==> src/rtl/msp_consts.vh <==
`ifndef MSP_CONSTS_VH
`define MSP_CONSTS_VH

// ****************************************************************
// Control block offsets
// ****************************************************************
`define MSP_OFF_A_IN 8'h00
`define MSP_OFF_B_IN 8'h01
`define MSP_OFF_A_MODE 8'h02
`define MSP_OFF_B_MODE 8'h03
`define MSP_OFF_A_OUT 8'h04
`define MSP_OFF_B_OUT 8'h05
`define MSP_OFF_A_DIR 8'h06
`define MSP_OFF_B_DIR 8'h07
`define MSP_OFF_A_DRV 8'h08
`define MSP_OFF_B_DRV 8'h09
`define MSP_OFF_A_IC 8'h0a
`define MSP_OFF_B_IC 8'h0b
`define MSP_OFF_A_EN 8'h0c
`define MSP_OFF_B_EN 8'h0d
`define MSP_OFF_C_IN 8'h10
`define MSP_OFF_D_IN 8'h11
`define MSP_OFF_C_OUT 8'h12
`define MSP_OFF_D_OUT 8'h13
`define MSP_OFF_C_DIR 8'h14
`define MSP_OFF_D_DIR 8'h15
`define MSP_OFF_C_DRV 8'h16
`define MSP_OFF_D_DRV 8'h17
`define MSP_OFF_C_IC 8'h18
`define MSP_OFF_C_EN 8'h1a
`define MSP_OFF_D_EN 8'h1b
`define MSP_OFF_OC_ONE 8'h20
`define MSP_OFF_OC_TWO 8'h21
`define MSP_OFF_MASK_ONE 8'h22
`define MSP_OFF_MASK_TWO 8'h23
`define MSP_OFF_PWR_ZERO 8'hb0
`define MSP_OFF_PWR_TWO 8'hb4
`define MSP_OFF_FL_PROT 8'hc0
`define MSP_OFF_SEC_PROT 8'hc2
`define MSP_OFF_PWR_THREE 8'hc7
`define MSP_OFF_PAGE 8'he0
`define MSP_OFF_ROUTE 8'he2

// ****************************************************************
// Routing fields, sticky power bit and reset values
// ****************************************************************
`define MSP_RT_MAIN_DATA 4
`define MSP_RT_SEC_DATA 3
`define MSP_RT_MAIN_CODE 2
`define MSP_RT_SEC_CODE 1
`define MSP_RT_SRAM_CODE 0
`define MSP_PWR3_STICKY 1
`define MSP_RST_BYTE 8'h00

// ****************************************************************
// Target codes
// ****************************************************************
`define MSP_TGT_NONE 3'h0
`define MSP_TGT_MAIN 3'h1
`define MSP_TGT_SEC 3'h2
`define MSP_TGT_SRAM 3'h3
`define MSP_TGT_CTRL 3'h4
`define MSP_TGT_PERIPH 3'h5

`endif

==> src/rtl/msp_memory_select.v <==
`include "msp_consts.vh"

// Summary of operation
// - Secondary flash wins over main flash overlap.
// - SRAM, control, peripheral selects beat both flashes.
// - Routing register steers strobes to memories.
// - Reset reloads routing from non-volatile default.
// - Core may overwrite routing until reset.
// - Bit 4 lets data strobes reach main.
// - Bit 3 lets data strobes reach secondary.
// - Bit 2 lets code fetch reach main.
// - Bit 1 lets code fetch reach secondary.
// - Bit 0 lets code fetch reach SRAM.
// - SRAM always reachable in data space.
// - Control block answers data strobes only.
// - Control registers at base plus offset; unused zero.
// - Pin input registers read pins, ignore writes.
// - Mode registers select I/O or address; readable.
// - Output register sets pin_out_o; cell_drives_pin_i is unused.
// - Direction bit one output, zero input.
// - Driver-enable status reads enables, ignores writes.
// - Mask bit one blocks output cell access.
// - Power register three bit one only reset-clears.
module msp_memory_select #(
    parameter [7:0] ROUTE_DEFAULT = 8'h0c,
    parameter [7:0] FLASH_PROT = 8'h00,
    parameter [7:0] SEC_PROT = 8'h00
) (
    // Clock and reset
    input wire clock_i,
    input wire srst_i,
    // Core bus
    input wire [15:0] addr_i,
    input wire [7:0] wdata_i,
    input wire rd_strobe_i,
    input wire wr_strobe_i,
    input wire code_fetch_strobe_i,
    input wire [15:0] ctrl_base_i,
    // Sector selects
    input wire [7:0] main_flash_sector_select_i,
    input wire [3:0] secondary_flash_sector_select_i,
    input wire sram_select_i,
    input wire peripheral_io_select_i,
    // Memory data
    input wire [7:0] main_rdata_i,
    input wire [7:0] sec_rdata_i,
    input wire [7:0] sram_rdata_i,
    input wire [7:0] periph_rdata_i,
    // Port pins and cells
    input wire [31:0] pin_level_i,
    input wire [23:0] input_cell_i,
    input wire [15:0] output_cell_i,
    input wire [31:0] cell_drives_pin_i,
    input wire [31:0] driver_enable_i,
    // Targets
    output reg main_flash_en_o,
    output reg sec_flash_en_o,
    output reg sram_en_o,
    output reg periph_en_o,
    output reg [2:0] target_o,
    output reg [7:0] rdata_o,
    output reg rdata_valid_o,
    // Register outputs
    output reg [31:0] pin_out_o,
    output reg [31:0] pin_dir_o,
    output reg [15:0] addr_out_mode_o,
    output reg [31:0] driver_type_o,
    output reg [15:0] output_cell_load_o,
    output reg [1:0] output_cell_load_en_o,
    output reg [7:0] memory_page_o,
    output reg peripheral_io_enable_o,
    output reg [7:0] power_zero_o,
    output reg [7:0] power_two_o,
    output reg [7:0] power_three_o
);
    // ****************************************************************
    // Decode
    // ****************************************************************
    wire [31:0] pins_sync;
    wire [15:0] ctrl_span;
    wire ctrl_select;
    wire data_strobe;
    wire [7:0] off;
    wire [2:0] target;
    wire [7:0] route;
    wire ctrl_wr;

    msp_pin_sync #(
        .WIDTH(32)
    ) u_pin_sync (
        .clock_i(clock_i),
        .srst_i(srst_i),
        .async_i(pin_level_i),
        .sync_o(pins_sync)
    );

    assign ctrl_span = addr_i - ctrl_base_i;
    assign ctrl_select = (addr_i >= ctrl_base_i) && (ctrl_span[15:8] == 8'h00);
    assign off = ctrl_span[7:0];
    assign data_strobe = rd_strobe_i | wr_strobe_i;

    msp_target_select u_target_select (
        .main_flash_sector_select_i(main_flash_sector_select_i),
        .secondary_flash_sector_select_i(secondary_flash_sector_select_i),
        .sram_select_i(sram_select_i),
        .ctrl_select_i(ctrl_select),
        .peripheral_io_select_i(peripheral_io_select_i & peripheral_io_enable_o),
        .data_strobe_i(data_strobe),
        .code_fetch_strobe_i(code_fetch_strobe_i),
        .route_i(route),
        .target_o(target)
    );

    // ****************************************************************
    // Register state
    // ****************************************************************
    reg [7:0] route_reg;
    reg [15:0] mask_reg;
    reg wr_seen_reg;

    assign route = route_reg;
    // Only the first cycle of a held write strobe is taken.
    assign ctrl_wr = wr_strobe_i & ~wr_seen_reg & (target == `MSP_TGT_CTRL);

    always @(posedge clock_i) begin
        if (srst_i) begin
            wr_seen_reg <= 1'b0;
        end else begin
            wr_seen_reg <= wr_strobe_i;
        end
    end

    always @(posedge clock_i) begin
        if (srst_i) begin
            route_reg <= ROUTE_DEFAULT;
            mask_reg <= {2{`MSP_RST_BYTE}};
            pin_out_o <= {4{`MSP_RST_BYTE}};
            pin_dir_o <= {4{`MSP_RST_BYTE}};
            addr_out_mode_o <= {2{`MSP_RST_BYTE}};
            driver_type_o <= {4{`MSP_RST_BYTE}};
            memory_page_o <= `MSP_RST_BYTE;
            power_zero_o <= `MSP_RST_BYTE;
            power_two_o <= `MSP_RST_BYTE;
            power_three_o <= `MSP_RST_BYTE;
            output_cell_load_o <= {2{`MSP_RST_BYTE}};
            output_cell_load_en_o <= 2'b00;
            peripheral_io_enable_o <= ROUTE_DEFAULT[7];
        end else begin
            output_cell_load_en_o <= 2'b00;
            if (ctrl_wr) begin
                case (off)
                    `MSP_OFF_A_MODE: addr_out_mode_o[7:0] <= wdata_i;
                    `MSP_OFF_B_MODE: addr_out_mode_o[15:8] <= wdata_i;
                    `MSP_OFF_A_OUT: pin_out_o[7:0] <= wdata_i;
                    `MSP_OFF_B_OUT: pin_out_o[15:8] <= wdata_i;
                    `MSP_OFF_C_OUT: pin_out_o[23:16] <= wdata_i;
                    `MSP_OFF_D_OUT: pin_out_o[31:24] <= wdata_i;
                    `MSP_OFF_A_DIR: pin_dir_o[7:0] <= wdata_i;
                    `MSP_OFF_B_DIR: pin_dir_o[15:8] <= wdata_i;
                    `MSP_OFF_C_DIR: pin_dir_o[23:16] <= wdata_i;
                    `MSP_OFF_D_DIR: pin_dir_o[31:24] <= wdata_i;
                    `MSP_OFF_A_DRV: driver_type_o[7:0] <= wdata_i;
                    `MSP_OFF_B_DRV: driver_type_o[15:8] <= wdata_i;
                    `MSP_OFF_C_DRV: driver_type_o[23:16] <= wdata_i;
                    `MSP_OFF_D_DRV: driver_type_o[31:24] <= wdata_i;
                    // Masked bits reload their present value, so a write cannot change them.
                    `MSP_OFF_OC_ONE: begin
                        output_cell_load_o[7:0] <= (wdata_i & ~mask_reg[7:0]) |
                                                   (output_cell_i[7:0] & mask_reg[7:0]);
                        output_cell_load_en_o[0] <= 1'b1;
                    end
                    `MSP_OFF_OC_TWO: begin
                        output_cell_load_o[15:8] <= (wdata_i & ~mask_reg[15:8]) |
                                                    (output_cell_i[15:8] & mask_reg[15:8]);
                        output_cell_load_en_o[1] <= 1'b1;
                    end
                    `MSP_OFF_MASK_ONE: mask_reg[7:0] <= wdata_i;
                    `MSP_OFF_MASK_TWO: mask_reg[15:8] <= wdata_i;
                    `MSP_OFF_PWR_ZERO: power_zero_o <= wdata_i;
                    `MSP_OFF_PWR_TWO: power_two_o <= wdata_i;
                    `MSP_OFF_PWR_THREE: begin
                        power_three_o <= wdata_i | (power_three_o & 8'h02);
                    end
                    `MSP_OFF_PAGE: memory_page_o <= wdata_i;
                    `MSP_OFF_ROUTE: begin
                        route_reg <= wdata_i;
                        peripheral_io_enable_o <= wdata_i[7];
                    end
                    default: begin
                    end
                endcase
            end
        end
    end

    // ****************************************************************
    // Output cell masking
    // ****************************************************************
    wire [15:0] cell_masked;
    genvar gi;
    generate
        for (gi = 0; gi < 16; gi = gi + 1) begin : g_mask
            assign cell_masked[gi] = mask_reg[gi] ? 1'b0 : output_cell_i[gi];
        end
    endgenerate

    // ****************************************************************
    // Control block read data
    // ****************************************************************
    reg [7:0] ctrl_rdata;

    always @* begin
        case (off)
            `MSP_OFF_A_IN: ctrl_rdata = pins_sync[7:0];
            `MSP_OFF_B_IN: ctrl_rdata = pins_sync[15:8];
            `MSP_OFF_C_IN: ctrl_rdata = pins_sync[23:16];
            `MSP_OFF_D_IN: ctrl_rdata = pins_sync[31:24];
            `MSP_OFF_A_MODE: ctrl_rdata = addr_out_mode_o[7:0];
            `MSP_OFF_B_MODE: ctrl_rdata = addr_out_mode_o[15:8];
            `MSP_OFF_A_OUT: ctrl_rdata = pin_out_o[7:0];
            `MSP_OFF_B_OUT: ctrl_rdata = pin_out_o[15:8];
            `MSP_OFF_C_OUT: ctrl_rdata = pin_out_o[23:16];
            `MSP_OFF_D_OUT: ctrl_rdata = pin_out_o[31:24];
            `MSP_OFF_A_DIR: ctrl_rdata = pin_dir_o[7:0];
            `MSP_OFF_B_DIR: ctrl_rdata = pin_dir_o[15:8];
            `MSP_OFF_C_DIR: ctrl_rdata = pin_dir_o[23:16];
            `MSP_OFF_D_DIR: ctrl_rdata = pin_dir_o[31:24];
            `MSP_OFF_A_DRV: ctrl_rdata = driver_type_o[7:0];
            `MSP_OFF_B_DRV: ctrl_rdata = driver_type_o[15:8];
            `MSP_OFF_C_DRV: ctrl_rdata = driver_type_o[23:16];
            `MSP_OFF_D_DRV: ctrl_rdata = driver_type_o[31:24];
            `MSP_OFF_A_IC: ctrl_rdata = input_cell_i[7:0];
            `MSP_OFF_B_IC: ctrl_rdata = input_cell_i[15:8];
            `MSP_OFF_C_IC: ctrl_rdata = input_cell_i[23:16];
            `MSP_OFF_A_EN: ctrl_rdata = driver_enable_i[7:0];
            `MSP_OFF_B_EN: ctrl_rdata = driver_enable_i[15:8];
            `MSP_OFF_C_EN: ctrl_rdata = driver_enable_i[23:16];
            `MSP_OFF_D_EN: ctrl_rdata = driver_enable_i[31:24];
            `MSP_OFF_OC_ONE: ctrl_rdata = cell_masked[7:0];
            `MSP_OFF_OC_TWO: ctrl_rdata = cell_masked[15:8];
            `MSP_OFF_MASK_ONE: ctrl_rdata = mask_reg[7:0];
            `MSP_OFF_MASK_TWO: ctrl_rdata = mask_reg[15:8];
            `MSP_OFF_PWR_ZERO: ctrl_rdata = power_zero_o;
            `MSP_OFF_PWR_TWO: ctrl_rdata = power_two_o;
            `MSP_OFF_FL_PROT: ctrl_rdata = FLASH_PROT;
            `MSP_OFF_SEC_PROT: ctrl_rdata = SEC_PROT;
            `MSP_OFF_PWR_THREE: ctrl_rdata = power_three_o;
            `MSP_OFF_PAGE: ctrl_rdata = memory_page_o;
            `MSP_OFF_ROUTE: ctrl_rdata = {peripheral_io_enable_o, route_reg[6:0]};
            default: ctrl_rdata = 8'h00;
        endcase
    end

    // ****************************************************************
    // Target enables and returned data
    // ****************************************************************
    reg [7:0] rdata_next;

    always @* begin
        case (target)
            `MSP_TGT_MAIN: rdata_next = main_rdata_i;
            `MSP_TGT_SEC: rdata_next = sec_rdata_i;
            `MSP_TGT_SRAM: rdata_next = sram_rdata_i;
            `MSP_TGT_CTRL: rdata_next = ctrl_rdata;
            `MSP_TGT_PERIPH: rdata_next = periph_rdata_i;
            default: rdata_next = 8'h00;
        endcase
    end

    always @(posedge clock_i) begin
        if (srst_i) begin
            main_flash_en_o <= 1'b0;
            sec_flash_en_o <= 1'b0;
            sram_en_o <= 1'b0;
            periph_en_o <= 1'b0;
            target_o <= `MSP_TGT_NONE;
            rdata_o <= 8'h00;
            rdata_valid_o <= 1'b0;
        end else begin
            main_flash_en_o <= (target == `MSP_TGT_MAIN);
            sec_flash_en_o <= (target == `MSP_TGT_SEC);
            sram_en_o <= (target == `MSP_TGT_SRAM);
            periph_en_o <= (target == `MSP_TGT_PERIPH);
            target_o <= target;
            rdata_valid_o <= (rd_strobe_i | code_fetch_strobe_i) & (target != `MSP_TGT_NONE);
            rdata_o <= (rd_strobe_i | code_fetch_strobe_i) ? rdata_next : 8'h00;
        end
    end
endmodule

==> src/rtl/msp_pin_sync.v <==
`include "msp_consts.vh"

// ****************************************************************
// Three-stage pin synchroniser; a change counts once stages two
// and three agree.
// ****************************************************************
module msp_pin_sync #(
    parameter WIDTH = 8
) (
    // Clock and reset
    input wire clock_i,
    input wire srst_i,
    // Data
    input wire [WIDTH-1:0] async_i,
    output wire [WIDTH-1:0] sync_o
);
    reg [WIDTH-1:0] s1_reg;
    reg [WIDTH-1:0] s2_reg;
    reg [WIDTH-1:0] s3_reg;
    reg [WIDTH-1:0] val_reg;

    always @(posedge clock_i) begin
        if (srst_i) begin
            s1_reg <= {WIDTH{1'b0}};
            s2_reg <= {WIDTH{1'b0}};
            s3_reg <= {WIDTH{1'b0}};
            val_reg <= {WIDTH{1'b0}};
        end else begin
            s1_reg <= async_i;
            s2_reg <= s1_reg;
            s3_reg <= s2_reg;
            val_reg <= (val_reg & (s2_reg ^ s3_reg)) | (s2_reg & ~(s2_reg ^ s3_reg));
        end
    end

    assign sync_o = val_reg;
endmodule

==> src/rtl/msp_target_select.v <==
`include "msp_consts.vh"

// ****************************************************************
// Priority and routing of one bus cycle onto one target.
// ****************************************************************
module msp_target_select (
    // Selects
    input wire [7:0] main_flash_sector_select_i,
    input wire [3:0] secondary_flash_sector_select_i,
    input wire sram_select_i,
    input wire ctrl_select_i,
    input wire peripheral_io_select_i,
    // Strobes and routing
    input wire data_strobe_i,
    input wire code_fetch_strobe_i,
    input wire [7:0] route_i,
    // Result
    output reg [2:0] target_o
);
    wire main_ok;
    wire sec_ok;
    wire sram_ok;

    assign main_ok = (data_strobe_i & route_i[`MSP_RT_MAIN_DATA]) |
                     (code_fetch_strobe_i & route_i[`MSP_RT_MAIN_CODE]);
    assign sec_ok = (data_strobe_i & route_i[`MSP_RT_SEC_DATA]) |
                    (code_fetch_strobe_i & route_i[`MSP_RT_SEC_CODE]);
    assign sram_ok = data_strobe_i | (code_fetch_strobe_i & route_i[`MSP_RT_SRAM_CODE]);

    always @* begin
        target_o = `MSP_TGT_NONE;
        if (sram_select_i | ctrl_select_i | peripheral_io_select_i) begin
            if (sram_select_i & sram_ok) begin
                target_o = `MSP_TGT_SRAM;
            end else if (ctrl_select_i & data_strobe_i) begin
                target_o = `MSP_TGT_CTRL;
            end else if (peripheral_io_select_i & data_strobe_i) begin
                target_o = `MSP_TGT_PERIPH;
            end
        end else if (|secondary_flash_sector_select_i) begin
            if (sec_ok) begin
                target_o = `MSP_TGT_SEC;
            end
        end else if ((|main_flash_sector_select_i) & main_ok) begin
            target_o = `MSP_TGT_MAIN;
        end
    end
endmodule

==> config.mk <==
export PLATFORM = sky130hd
export DESIGN_NAME = msp_memory_select
export DESIGN_NICKNAME = d
export VERILOG_FILES = /design/src/rtl/msp_memory_select.v /design/src/rtl/msp_pin_sync.v /design/src/rtl/msp_target_select.v
export VERILOG_INCLUDE_DIRS = /design/src /design/src/rtl
export SDC_FILE = /design/constraint.sdc
export NUM_CORES = 1
export LEC_CHECK = 0
export ABC_AREA = 1
export BUFFER_PORTS_ARGS = -buffer_cell sky130_fd_sc_hd__clkbuf_2
export CELL_PAD_IN_SITES_DETAIL_PLACEMENT = 1
export CELL_PAD_IN_SITES_GLOBAL_PLACEMENT = 1
export CORE_MARGIN = 4
export CORE_UTILIZATION = 40
export DETAILED_ROUTE_END_ITERATION = 8
export HOLD_SLACK_MARGIN = 0.05
export PLACE_DENSITY_LB_ADDON = 0.05
export SLEW_MARGIN = 40
export SYNTH_ARGS = -nofsm -noshare
export SYNTH_HDL_FRONTEND = slang
export SYNTH_SLANG_ARGS = --single-unit
export TNS_END_PERCENT = 100
==> constraint.sdc <==
create_clock -name clock_i -period 8.65 [get_ports clock_i]
set_input_delay 0.4325 -clock clock_i [delete_from_list [all_inputs] [get_ports clock_i]]
set_output_delay 0.4325 -clock clock_i [all_outputs]
set_load 0.05 [all_outputs]
**Word level (Yosys, flattened, before mapping)**

Index checks and enable logic that the tools add are counted.

- Register bits: 331
- Input bits: 227
- Output and inout bits: 179
- Logic and storage cells: 172

- Add/subtract/negate cells: 1
- $lt $le $gt $ge: 1
- Equal/unequal tests: 38
- Mux-type cells: 27
- Bitwise gates (word level): 37
- Reduce and logical (&&, ||, !) cells: 31

Operators with widths:

| operator | count |
|---|---|
| $pmux W8 S34 | 1 |
| $eq A8 B5 Y1 const B | 11 |
| $and A32 B32 Y32 | 2 |
| $eq A8 B4 Y1 const B | 6 |
| $reduce_and A2 Y1 | 23 |
| $eq A8 B8 Y1 const B | 5 |
| $pmux W8 S5 | 1 |
| $and A8 B8 Y8 | 4 |
| $eq A8 B3 Y1 const B | 4 |
| $eq A8 B6 Y1 const B | 4 |
| $not A32 Y32 | 1 |
| $or A32 B32 Y32 | 1 |
| $xor A32 B32 Y32 | 1 |
| $mux W1 | 19 |
| $eq A8 B2 Y1 const B | 2 |
| $ge A16 B16 Y1 | 1 |
| $logic_not A8 Y1 | 2 |
| $not A8 Y8 | 2 |
| $or A8 B8 Y8 | 2 |
| $sub A16 B16 Y16 | 1 |
| $mux W3 | 5 |
| $and A1 B1 Y1 | 13 |
| $eq A8 B1 Y1 const B | 1 |
| $or A8 B2 Y8 | 1 |
| other kinds (11) | 22 |

**Longest topological paths before layout**

Gate-level depths: netlist of run 1.

- Depth after elaboration: 11
- Mapped depth: 25

**By module**

From an unflattened synthesis of run 1, not the netlist that was laid out.

- Cell total of the unflattened synthesis: 2263
- Area total of the unflattened synthesis: 15832.7 um^2

By module, submodules not included:

| module | instances | cells each | area an instance (um^2) | sequential area each (um^2) |
|---|---|---|---|---|
| msp_memory_select | 1 | 1794 | 11836.4 | 4063.9 |
| msp_pin_sync | 1 | 431 | 3842.4 | 2562.5 |
| msp_target_select | 1 | 38 | 153.9 | 0.0 |

**Worst setup path after synthesis of run 1**

OpenSTA, ideal clock, no wires.

- Kind: input-to-reg
- From: in addr_i[0]
- To: reg driver_type_o[14]
- Setup time: 0.113 ns
- Arrival: 2.912 ns
- Data required time: 8.537 ns
- Setup slack: 5.625 ns
- Stages on the path: 23
- Buffers on the path: 2
- Cells stage by stage: inv_1 ha_1 fa_1 inv_1 nand3_1 nand2_2 nand2_1 nand2_1 nand2_1 nand2_1 nand4_1 nor2_2 nand3_2 nand2_1 nand3_1 nand2_2 nand4_4 buf_12 nor2_8 buf_6 nand2_2 nand2_1 nor2_2

- Word-level cells in the longest chain between the ends: 10
- Elaborated cells on any way between the ends: 14
- Classes of those cells: add/sub: 1; order compare: 1; eq/ne: 2; mux: 3; bitwise: 4; reduce/logical: 3

RTL lines:

| what | RTL line | RTL |
|---|---|---|
| start: declaration | msp_memory_select.v:33 | `input wire [15:0] addr_i,` |
| $sub A16 B16 Y16 | msp_memory_select.v:97 | `assign ctrl_span = addr_i - ctrl_base_i;` |
| $logic_not A8 Y1 | msp_memory_select.v:98 | `assign ctrl_select = (addr_i >= ctrl_base_i) && (ctrl_span[15:8] == 8'h00);` |
| $logic_and A1 B1 Y1 | msp_memory_select.v:98 |  |
| $and A1 B1 Y1 | msp_target_select.v:35 | `end else if (ctrl_select_i & data_strobe_i) begin` |
| $mux W3 | msp_target_select.v:35 |  |
| $mux W3 | msp_target_select.v:33 | `if (sram_select_i & sram_ok) begin` |
| $mux W3 | msp_target_select.v:32 | `if (sram_select_i \| ctrl_select_i \| peripheral_io_select_i) begin` |
| $eq A3 B3 Y1 | n/a |  |
| $and A1 B1 Y1 | msp_memory_select.v:123 | `` assign ctrl_wr = wr_strobe_i & ~wr_seen_reg & (target == `MSP_TGT_CTRL); `` |
| $reduce_and A2 Y1 (no source line) (*) | n/a |  |
| end signal: assignment | msp_memory_select.v:140 | `` driver_type_o <= {4{`MSP_RST_BYTE}}; `` |
| end signal: assignment | msp_memory_select.v:163 | `` `MSP_OFF_B_DRV: driver_type_o[15:8] <= wdata_i; `` |
| end: declaration | msp_memory_select.v:67 | `output reg [31:0] driver_type_o,` |

Mark *: on every way between the ends. The rest lies on a longest branch, timed or not.
A chain may end at the register's enable or synchronous reset.

**Worst setup path after layout of run 1**

- From: in addr_i[0]
- To: reg rdata_o[2]

- Word-level cells in the longest chain between the ends: 9
- Elaborated cells on any way between the ends: 51
- Classes of those cells: add/sub: 1; order compare: 1; eq/ne: 38; mux: 5; bitwise: 3; reduce/logical: 3

RTL lines:

| what | RTL line | RTL |
|---|---|---|
| $sub A16 B16 Y16 | msp_memory_select.v:97 |  |
| $logic_not A8 Y1 | msp_memory_select.v:98 |  |
| $logic_and A1 B1 Y1 | msp_memory_select.v:98 |  |
| $and A1 B1 Y1 | msp_target_select.v:35 |  |
| $mux W3 | msp_target_select.v:35 |  |
| $mux W3 | msp_target_select.v:33 |  |
| $mux W3 | msp_target_select.v:32 |  |
| $eq A3 B3 Y1, or another cell as far along | msp_memory_select.v:260 | `case (target)` |
| $pmux W8 S5 (*) | msp_memory_select.v:260 |  |
| end signal: assignment | msp_memory_select.v:286 | `rdata_o <= (rd_strobe_i \| code_fetch_strobe_i) ? rdata_next : 8'h00;` |
| end: declaration | msp_memory_select.v:61 | `output reg [7:0] rdata_o,` |

Marks and branches as above.

==> results.py, run 1 <==
metrics = {
    "timing": {
        "max_freq_mhz": 245,
        "fin_tns_setup_ps": 0,
        "tightest_slew_ps": 804,
        "finClkSkew_ps": 6.77,
        "max_slew_margin_pct": 46.4,
        "slew_violations": 0,
        "hold_viol": 0,
        "fin_ws_ps": 4570,
        "rsz0062_at_grt": "false",
        "period_share_pct": 47.1,
        "fin_crit_ps": 4080,
        "setup_viol": 0,
    },
    "final_layout": {
        "final_common_cell": "nand2_1",
        "drive_gt1_share_pct": 19.2,
        "seqCellArea_mm2": 0.00663,
        "syn2layout_area_growth_pct": 21.0,
        "finalNetCount": 3137,
        "multi_input_area_mm2": 0.00863,
        "nFillCells": 5612,
        "stdcell_area_mm2": 0.0205,
        "layout_common_cells": "nand2_1, nor2_1, clkbuf_2, dfxtp_1, inv_1",
    },
    "clock_tree": {
        "path_clk_slew_ps": 60,
        "cts-root-buf": "clkbuf_16",
        "ctsResizeCount": 0,
        "clock-sinks": 331,
        "cts_setup_buffers": 0,
        "cts-htree-levels": 2,
        "cts_hold_buffers": 12,
        "cts_tree": "built",
        "worstSkewPairLatency_ps": 550,
        "numCtsBuffers": 39,
        "clockBufferDepth": 3,
    },
    "detailed_routing": {
        "viasPerCell": 5.21,
        "dr.max_layer_used": "met5",
        "route.vias.total": 18069,
        "wl_per_cell_um": 19.5,
        "drt_iter0_drc": 1178,
        "wirelength_um": 67400,
        "m1WireLength_um": 29500,
        "met3_wirelength_um": 3230,
        "drc": 0,
        "ant_nets": 0,
        "drt_first_pass_iters": 4,
        "wl_met2_um": 32300,
    },
    "critical_path": {
        "reg2reg_slack_ps": 5650,
        "crit_start": "addr_i[0]",
        "crit_required_ps": 9140,
        "r2r_start": "route[0]",
        "worstRegToRegCells": 11,
        "critPathCapture": "rdata_o[2]",
        "crit_path_frequent_cell": "nand2_1",
        "slowest_delay_ps": 480,
        "crit_fanout": 151,
        "cp-start-kind": "primary input",
        "cp_slowest_cell": "inv_2",
        "critPathCaptureType": "flip-flop",
        "r2r_end": "mask_reg[15]",
        "arrival_ps": 4560,
        "path_class": "primary input to flip-flop",
    },
    "run_status": {
        "status": "finished clean",
    },
    "power_and_ir_drop": {
        "cellLeakagePower_nw": 10.4,
        "powerDensity_mw_per_mm2": 186,
        "ir_drop_v": 0.000164,
    },
    "global_routing": {
        "grt_pass1_wl_um": 102000,
        "grt_start_max_net_pins": 195,
        "grt_pass1_vias": 18003,
        "grt_overflow": 0,
        "antenna_found_initial": 2,
        "track_usage_pct": 28.7,
    },
    "die": {
        "io_pins": 406,
        "die_area_mm2": 0.0457,
        "rows": 75,
        "core_area_mm2": 0.0419,
        "die_w_um": 214,
        "die_y_um": 214,
        "initial_core_util_pct": 40.4,
    },
    "yosys": {
        "synth_fp_nets": 2829,
        "synth_area_per_cell_um2": 6.55,
        "ys_ff_latch": 331,
        "synth_cell_types": 35,
        "syn_inst": 2584,
        "synth_warnings": 0,
        "syn-cell-area_mm2": 0.0169,
        "ys_seq_area_share_pct": 39.2,
    },
    "placed_design": {
        "globalplace.congestion": 0.902,
        "portBuffers": 373,
        "placed_cell_area_mm2": 0.0190,
        "dpl.hpwl_um": 49000,
        "dp_slack_ps": 3800,
    },
    "run": {
        "cap_violations": 0,
    },
    "hold_path": {
        "hold_path.class": "primary input to flip-flop",
    },
}
-- critical path: cells and delay by family --
kind / cells / cell delay [ps]
fa+ha+maj: 2 / 630
buf+inv: 6 / 1390
simple gates: 17 / 1940
-- synthesized netlist by cell type --
master | instances | area share (%)
nand2_1 | 684 | 15
ha_1 | 17 | 1.3
inv_1 | 246 | 5.5
and2_1 | 2 | 0.074
a22oi_1 | 1 | 0.044
a21oi_2 | 3 | 0.16
xor2_1 | 1 | 0.052
buf_1 | 18 | 0.40
nor3_1 | 3 | 0.089
fa_1 | 1 | 0.12
nand3_2 | 6 | 0.35
o21ai_0 | 50 | 1.5
xnor2_1 | 2 | 0.10
a21oi_1 | 58 | 1.7
nor2_4 | 1 | 0.067
nor2_2 | 31 | 1.1
nand3_1 | 112 | 3.3
clkbuf_1 | 76 | 1.7
inv_2 | 3 | 0.067
nand2_4 | 1 | 0.067
dfxtp_1 | 331 | 39
buf_6 | 22 | 1.5
nor4_1 | 5 | 0.18
a31o_2 | 1 | 0.052
clkinv_2 | 1 | 0.030
buf_2 | 28 | 0.83
nand4_4 | 1 | 0.13
buf_4 | 1 | 0.044
nand4_1 | 228 | 8.4
o211ai_1 | 1 | 0.044
nor2_8 | 20 | 2.4
buf_12 | 2 | 0.24
nand2_2 | 12 | 0.44
nor2_1 | 609 | 14
nand3b_1 | 6 | 0.27
-- stage by stage --
| step | total power, W | hold slack [ps] | std cells | util, % |
|---|---|---|---|---|
| after CTS | 0.00382 | 50.1 | 3461 | 48.8 |
| after floorplan | 0.00193 | 388 | 2584 | - |
| after global placement | 0.00211 | 393 | 3375 | 45.2 |
| after global routing | 0.00395 | 70.4 | 3463 | 48.9 |
| after detailed placement | 0.00214 | 396 | 3377 | 45.4 |
| final | 0.00381 | 73.6 | 3467 | 48.9 |
-- routing by layer --
layer	global-route usage, %	vias to the layer above
li1	-	8794
met1	38.2	8697
met2	48.3	469
met3	3.48	107
met4	10.6	2
met5	0	-
-- where the power goes --
group	switching [W]	internal (W)
Clock	0.000675	0.00101
Combinational	0.000422	0.000148
Sequential	0.00000901	0.00155
-- layout make-up --
class / count / share of cell area, %
diodes: 5 / 0.0611
multi-input cells: 1856 / 42.1
clock buffers: 60 / 5.79
inverters: 250 / 4.61
repair buffers: 414 / 11.1
well taps: 539 / 3.29
clock inverters: 12 / 0.605
flip-flops and latches: 331 / 32.4
-- worst min path at each step --
| stage | startpoint | end | slack, ps | depth (start not counted) |
|---|---|---|---|---|
| 5_1_grt | pin_level_i[29] | u_pin_sync.s1_reg[29] | 70 | 3 |
| 2_1_floorplan | u_pin_sync.s1_reg[0] | u_pin_sync.s2_reg[0] | 390 | 2 |
| 6_report | pin_level_i[29] | u_pin_sync.s1_reg[29] | 70 | 3 |
| 3_3_place_gp | u_pin_sync.s1_reg[18] | u_pin_sync.s2_reg[18] | 390 | 2 |
| 3_5_place_dp | u_pin_sync.s1_reg[3] | u_pin_sync.s2_reg[3] | 400 | 2 |
| 4_1_cts | pin_level_i[25] | u_pin_sync.s1_reg[25] | 50 | 3 |
-- cells by family (layout without fill, tap and decap cells) --
logic type	count (synthesis)	after routing	share of synthesized area (%)
AND/OR/NAND/NOR	1721	1721	45.6
buffers and inverters	397	736	10.2
other	0	5	0
adder cells (fa/ha/maj)	18	18	1.38
AO/OA/AOI/OAI	114	114	3.49
XOR/XNOR	3	3	0.155
flip-flops	331	331	39.2
(Power assumes the default switching activity.)
==> run 2, diff against run 1 <==
--- a/config.mk
+++ b/config.mk
@@ -6,12 +6,12 @@
 export SDC_FILE = /design/constraint.sdc
 export NUM_CORES = 1
 export LEC_CHECK = 0
-export ABC_AREA = 1
+export ABC_AREA = 0
 export BUFFER_PORTS_ARGS = -buffer_cell sky130_fd_sc_hd__clkbuf_2
 export CELL_PAD_IN_SITES_DETAIL_PLACEMENT = 1
 export CELL_PAD_IN_SITES_GLOBAL_PLACEMENT = 1
 export CORE_MARGIN = 4
-export CORE_UTILIZATION = 40
+export CORE_UTILIZATION = 39
 export DETAILED_ROUTE_END_ITERATION = 8
 export HOLD_SLACK_MARGIN = 0.05
 export PLACE_DENSITY_LB_ADDON = 0.05
==> constraint.sdc (replaced) <==
create_clock -name clock_i -period 4.1 [get_ports clock_i]
set_input_delay 0.205 -clock clock_i [delete_from_list [all_inputs] [get_ports clock_i]]
set_output_delay 0.205 -clock clock_i [all_outputs]
set_load 0.05 [all_outputs]
==> run 2 against run 1 <==
Against the previous run:
- clock power rose by 93%
- global-route usage rose by 1.4 points
- power rose by 100%
- area after synthesis fell by 10%
- worst hold slack got worse by 5.0 ps
- critical path depth fell by 10
- non-clock buffer count rose by 92
- sequential share of layout area rose by 1.1 points
- critical endpoint is now rdata_o[5]
- register-to-register slack got worse by 4200 ps
- wire length fell by 1.6%
- synthesized cell count fell by 34%
- cell count fell by 23%
==> results.py, run 2 <==
metrics = {
    "final_layout": {
        "nFillCells": 4580,
        "final_common_cell": "clkbuf_2",
        "finalNetCount": 2369,
        "multi_input_area_mm2": 0.00801,
        "layout_common_cells": "clkbuf_2, dfxtp_1, nor2_1, mux2i_1, nand2_1",
        "seqCellArea_mm2": 0.00663,
        "drive_gt1_share_pct": 26.2,
        "fin_util_pct": 51.2,
        "syn2layout_area_growth_pct": 30.0,
        "stdcell_area_mm2": 0.0198,
    },
    "timing": {
        "fin_crit_ps": 3560,
        "period_share_pct": 86.8,
        "tightest_slew_ps": 872,
        "setup_viol": 0,
        "max_freq_mhz": 281,
        "hold_viol": 0,
        "rsz0062_at_grt": "false",
        "finClkSkew_ps": 14.3,
        "fin_ws_ps": 542,
        "slew_violations": 0,
        "fin_tns_setup_ps": 0,
        "max_slew_margin_pct": 41.8,
    },
    "yosys": {
        "syn_inst": 1693,
        "synth_most_common_cell": "dfxtp_1",
        "async_flop_share_pct": 0,
        "synth_warnings": 0,
        "synth_top_area_share_pct": 43.6,
        "synth_area_per_cell_um2": 8.99,
        "synth_cell_types": 73,
        "syn-cell-area_mm2": 0.0152,
        "ys_ff_latch": 331,
        "yosysTopAreaCell": "dfxtp_1",
        "synthTopCellsByArea": "dfxtp_1, mux2i_1, nor2_1, nor2b_1, o21ai_0",
        "synth_fp_nets": 1938,
        "synthTopCellsByCount": "dfxtp_1, nor2_1, mux2i_1",
        "synth_flop_cell": "dfxtp_1",
        "ys_seq_area_share_pct": 43.6,
        "synth_edf_count": 0,
    },
    "critical_path": {
        "critPathBufInv": 4,
        "crit_fanout": 34,
        "r2r_end": "rdata_o[5]",
        "cp-start-kind": "primary input",
        "path_class": "primary input to flip-flop",
        "arrival_ps": 4040,
        "crit_required_ps": 4580,
        "cp_slowest_cell": "dlygate4sd3_1",
        "crit_chain": "clkbuf_2 -> inv_1 -> ha_1 -> fa_2 -> nor2b_1 -> o2111ai_1 -> a2111oi_0 -> and3b_1 -> xnor2_1 -> and4_1 -> buf_12 -> nor2_2 -> a22oi_1 -> dlygate4sd3_1 -> a31oi_1",
        "critPathCaptureType": "flip-flop",
        "slowest_delay_ps": 620,
        "cpLargestDelayFamily": "simple AND/OR/NAND/NOR gates",
        "reg2reg_slack_ps": 1410,
        "worstRegToRegCells": 6,
        "r2r_start": "peripheral_io_enable_o",
    },
    "hold_path": {
        "whs_endpoint": "output_cell_load_o[15]",
        "hold_path.class": "primary input to flip-flop",
        "hp-start": "output_cell_i[15]",
        "min_path_cells": 4,
    },
    "global_routing": {
        "busiest_layer": "met2",
        "track_usage_pct": 30.2,
        "grt_start_max_net_pins": 140,
        "grt_use_met2_pct": 51.2,
        "grt_overflow": 0,
        "grt_pass1_wl_um": 95600,
        "grt_pass1_vias": 15255,
        "use_met1_pct": 37.5,
        "met3_usage_pct": 6.51,
        "antenna_found_initial": 2,
    },
    "placed_design": {
        "placed_cell_area_mm2": 0.0180,
        "globalplace.congestion": 0.908,
        "dp_slack_ps": 218,
        "portBuffers": 373,
        "dpl.hpwl_um": 48700,
    },
    "detailed_routing": {
        "drt_iter0_drc": 980,
        "drt_first_pass_iters": 6,
        "viasPerCell": 5.61,
        "wirelength_um": 66400,
        "ant_nets": 0,
        "route.vias.total": 14984,
        "drc": 0,
        "wl_per_cell_um": 24.9,
    },
    "die": {
        "initial_core_util_pct": 39.4,
        "die_w_um": 206,
        "die_area_mm2": 0.0422,
        "rows": 72,
        "io_pins": 406,
        "die_y_um": 206,
        "core_area_mm2": 0.0386,
    },
    "clock_tree": {
        "cts_tree": "built",
        "worstSkewPairLatency_ps": 550,
        "cts_setup_buffers": 0,
        "cts-root-buf": "clkbuf_16",
        "clockBufferDepth": 3,
        "clock-sinks": 331,
        "cts-htree-levels": 2,
        "path_clk_slew_ps": 60,
        "numCtsBuffers": 37,
    },
    "power_and_ir_drop": {
        "cellLeakagePower_nw": 9.55,
        "ir_drop_v": 0.000275,
        "power_w": 0.00776,
        "powerDensity_mw_per_mm2": 393,
    },
    "run": {
        "cap_violations": 0,
    },
    "run_status": {
        "status": "finished clean",
    },
}
## run 2: metrics by stage
stage	instances	hold slack, ps
after floorplan	1693	333
final	2669	68.6
after global routing	2668	70.7
after CTS	2666	51.8
after detailed placement	2543	421
after global placement	2543	412
## run 2: worst max-delay path by stage
stage	slack (ps)	end	start	cells after the start
finish	540	rdata_o[5]	addr_i[0]	15
global route	170	rdata_o[2]	addr_i[0]	15
CTS	460	rdata_o[5]	addr_i[0]	15
detailed placement	220	pin_dir_o[8]	addr_i[0]	14
global placement	180	rdata_o[0]	ctrl_base_i[2]	14
floorplan	640	mask_reg[0]	addr_i[0]	12
## run 2: worst register-to-register path, cell delays in order (launching register included)
cell and delay [ps]:
dfxtp_1 360, nand2_1 300, or4b_2 680, nor2_2 360
a22oi_1 120, dlygate4sd3_1 620, a31oi_1 160
## run 2: cell families (layout without fill, tap and decap cells)
kind of cell / after synthesis / in the layout / share of synthesized area [%]
multiplexers: 232 / 232 / 15.7
buffers and inverters: 164 / 621 / 4.20
other: 0 / 1 / 0
adder cells (fa/ha/maj): 18 / 18 / 1.53
XOR/XNOR: 9 / 9 / 0.518
AND/OR/NAND/NOR: 601 / 601 / 19.7
flip-flops: 331 / 331 / 43.6
AO/OA/AOI/OAI: 338 / 338 / 14.8
## run 2: final cells by class
type                    count  share of cell area [%]
multi-input cells        1198                    40.5
flip-flops and latches    331                    33.5
repair buffers            506                    15.9
clock buffers              53                    5.34
well taps                 518                    3.28
inverters                  50                   0.949
clock inverters            12                   0.544
diodes                      1                  0.0126
## run 2: power by group
part / switching (W) / leakage (nW) / internal [W] / total [W]
logic: 0.000802 / 6.30 / 0.000436 / 0.00124
registers: 0.0000160 / 2.68 / 0.00326 / 0.00328
clock network: 0.00138 / 0.565 / 0.00186 / 0.00325
total: 0.00220 / 9.55 / 0.00556 / 0.00776
## run 2: repair_timing
action                                  CTS  global route
gates resized for setup                   0             1
hold endpoints to repair                 51             3
endpoints found under the setup margin    0             1
hold buffers                             58             1
## run 2: layer usage
metal	up-vias	wire, µm
met4	0	2790
met2	563	31600
li1	6898	-
met3	128	4940
met1	7395	27000
met5	-	0
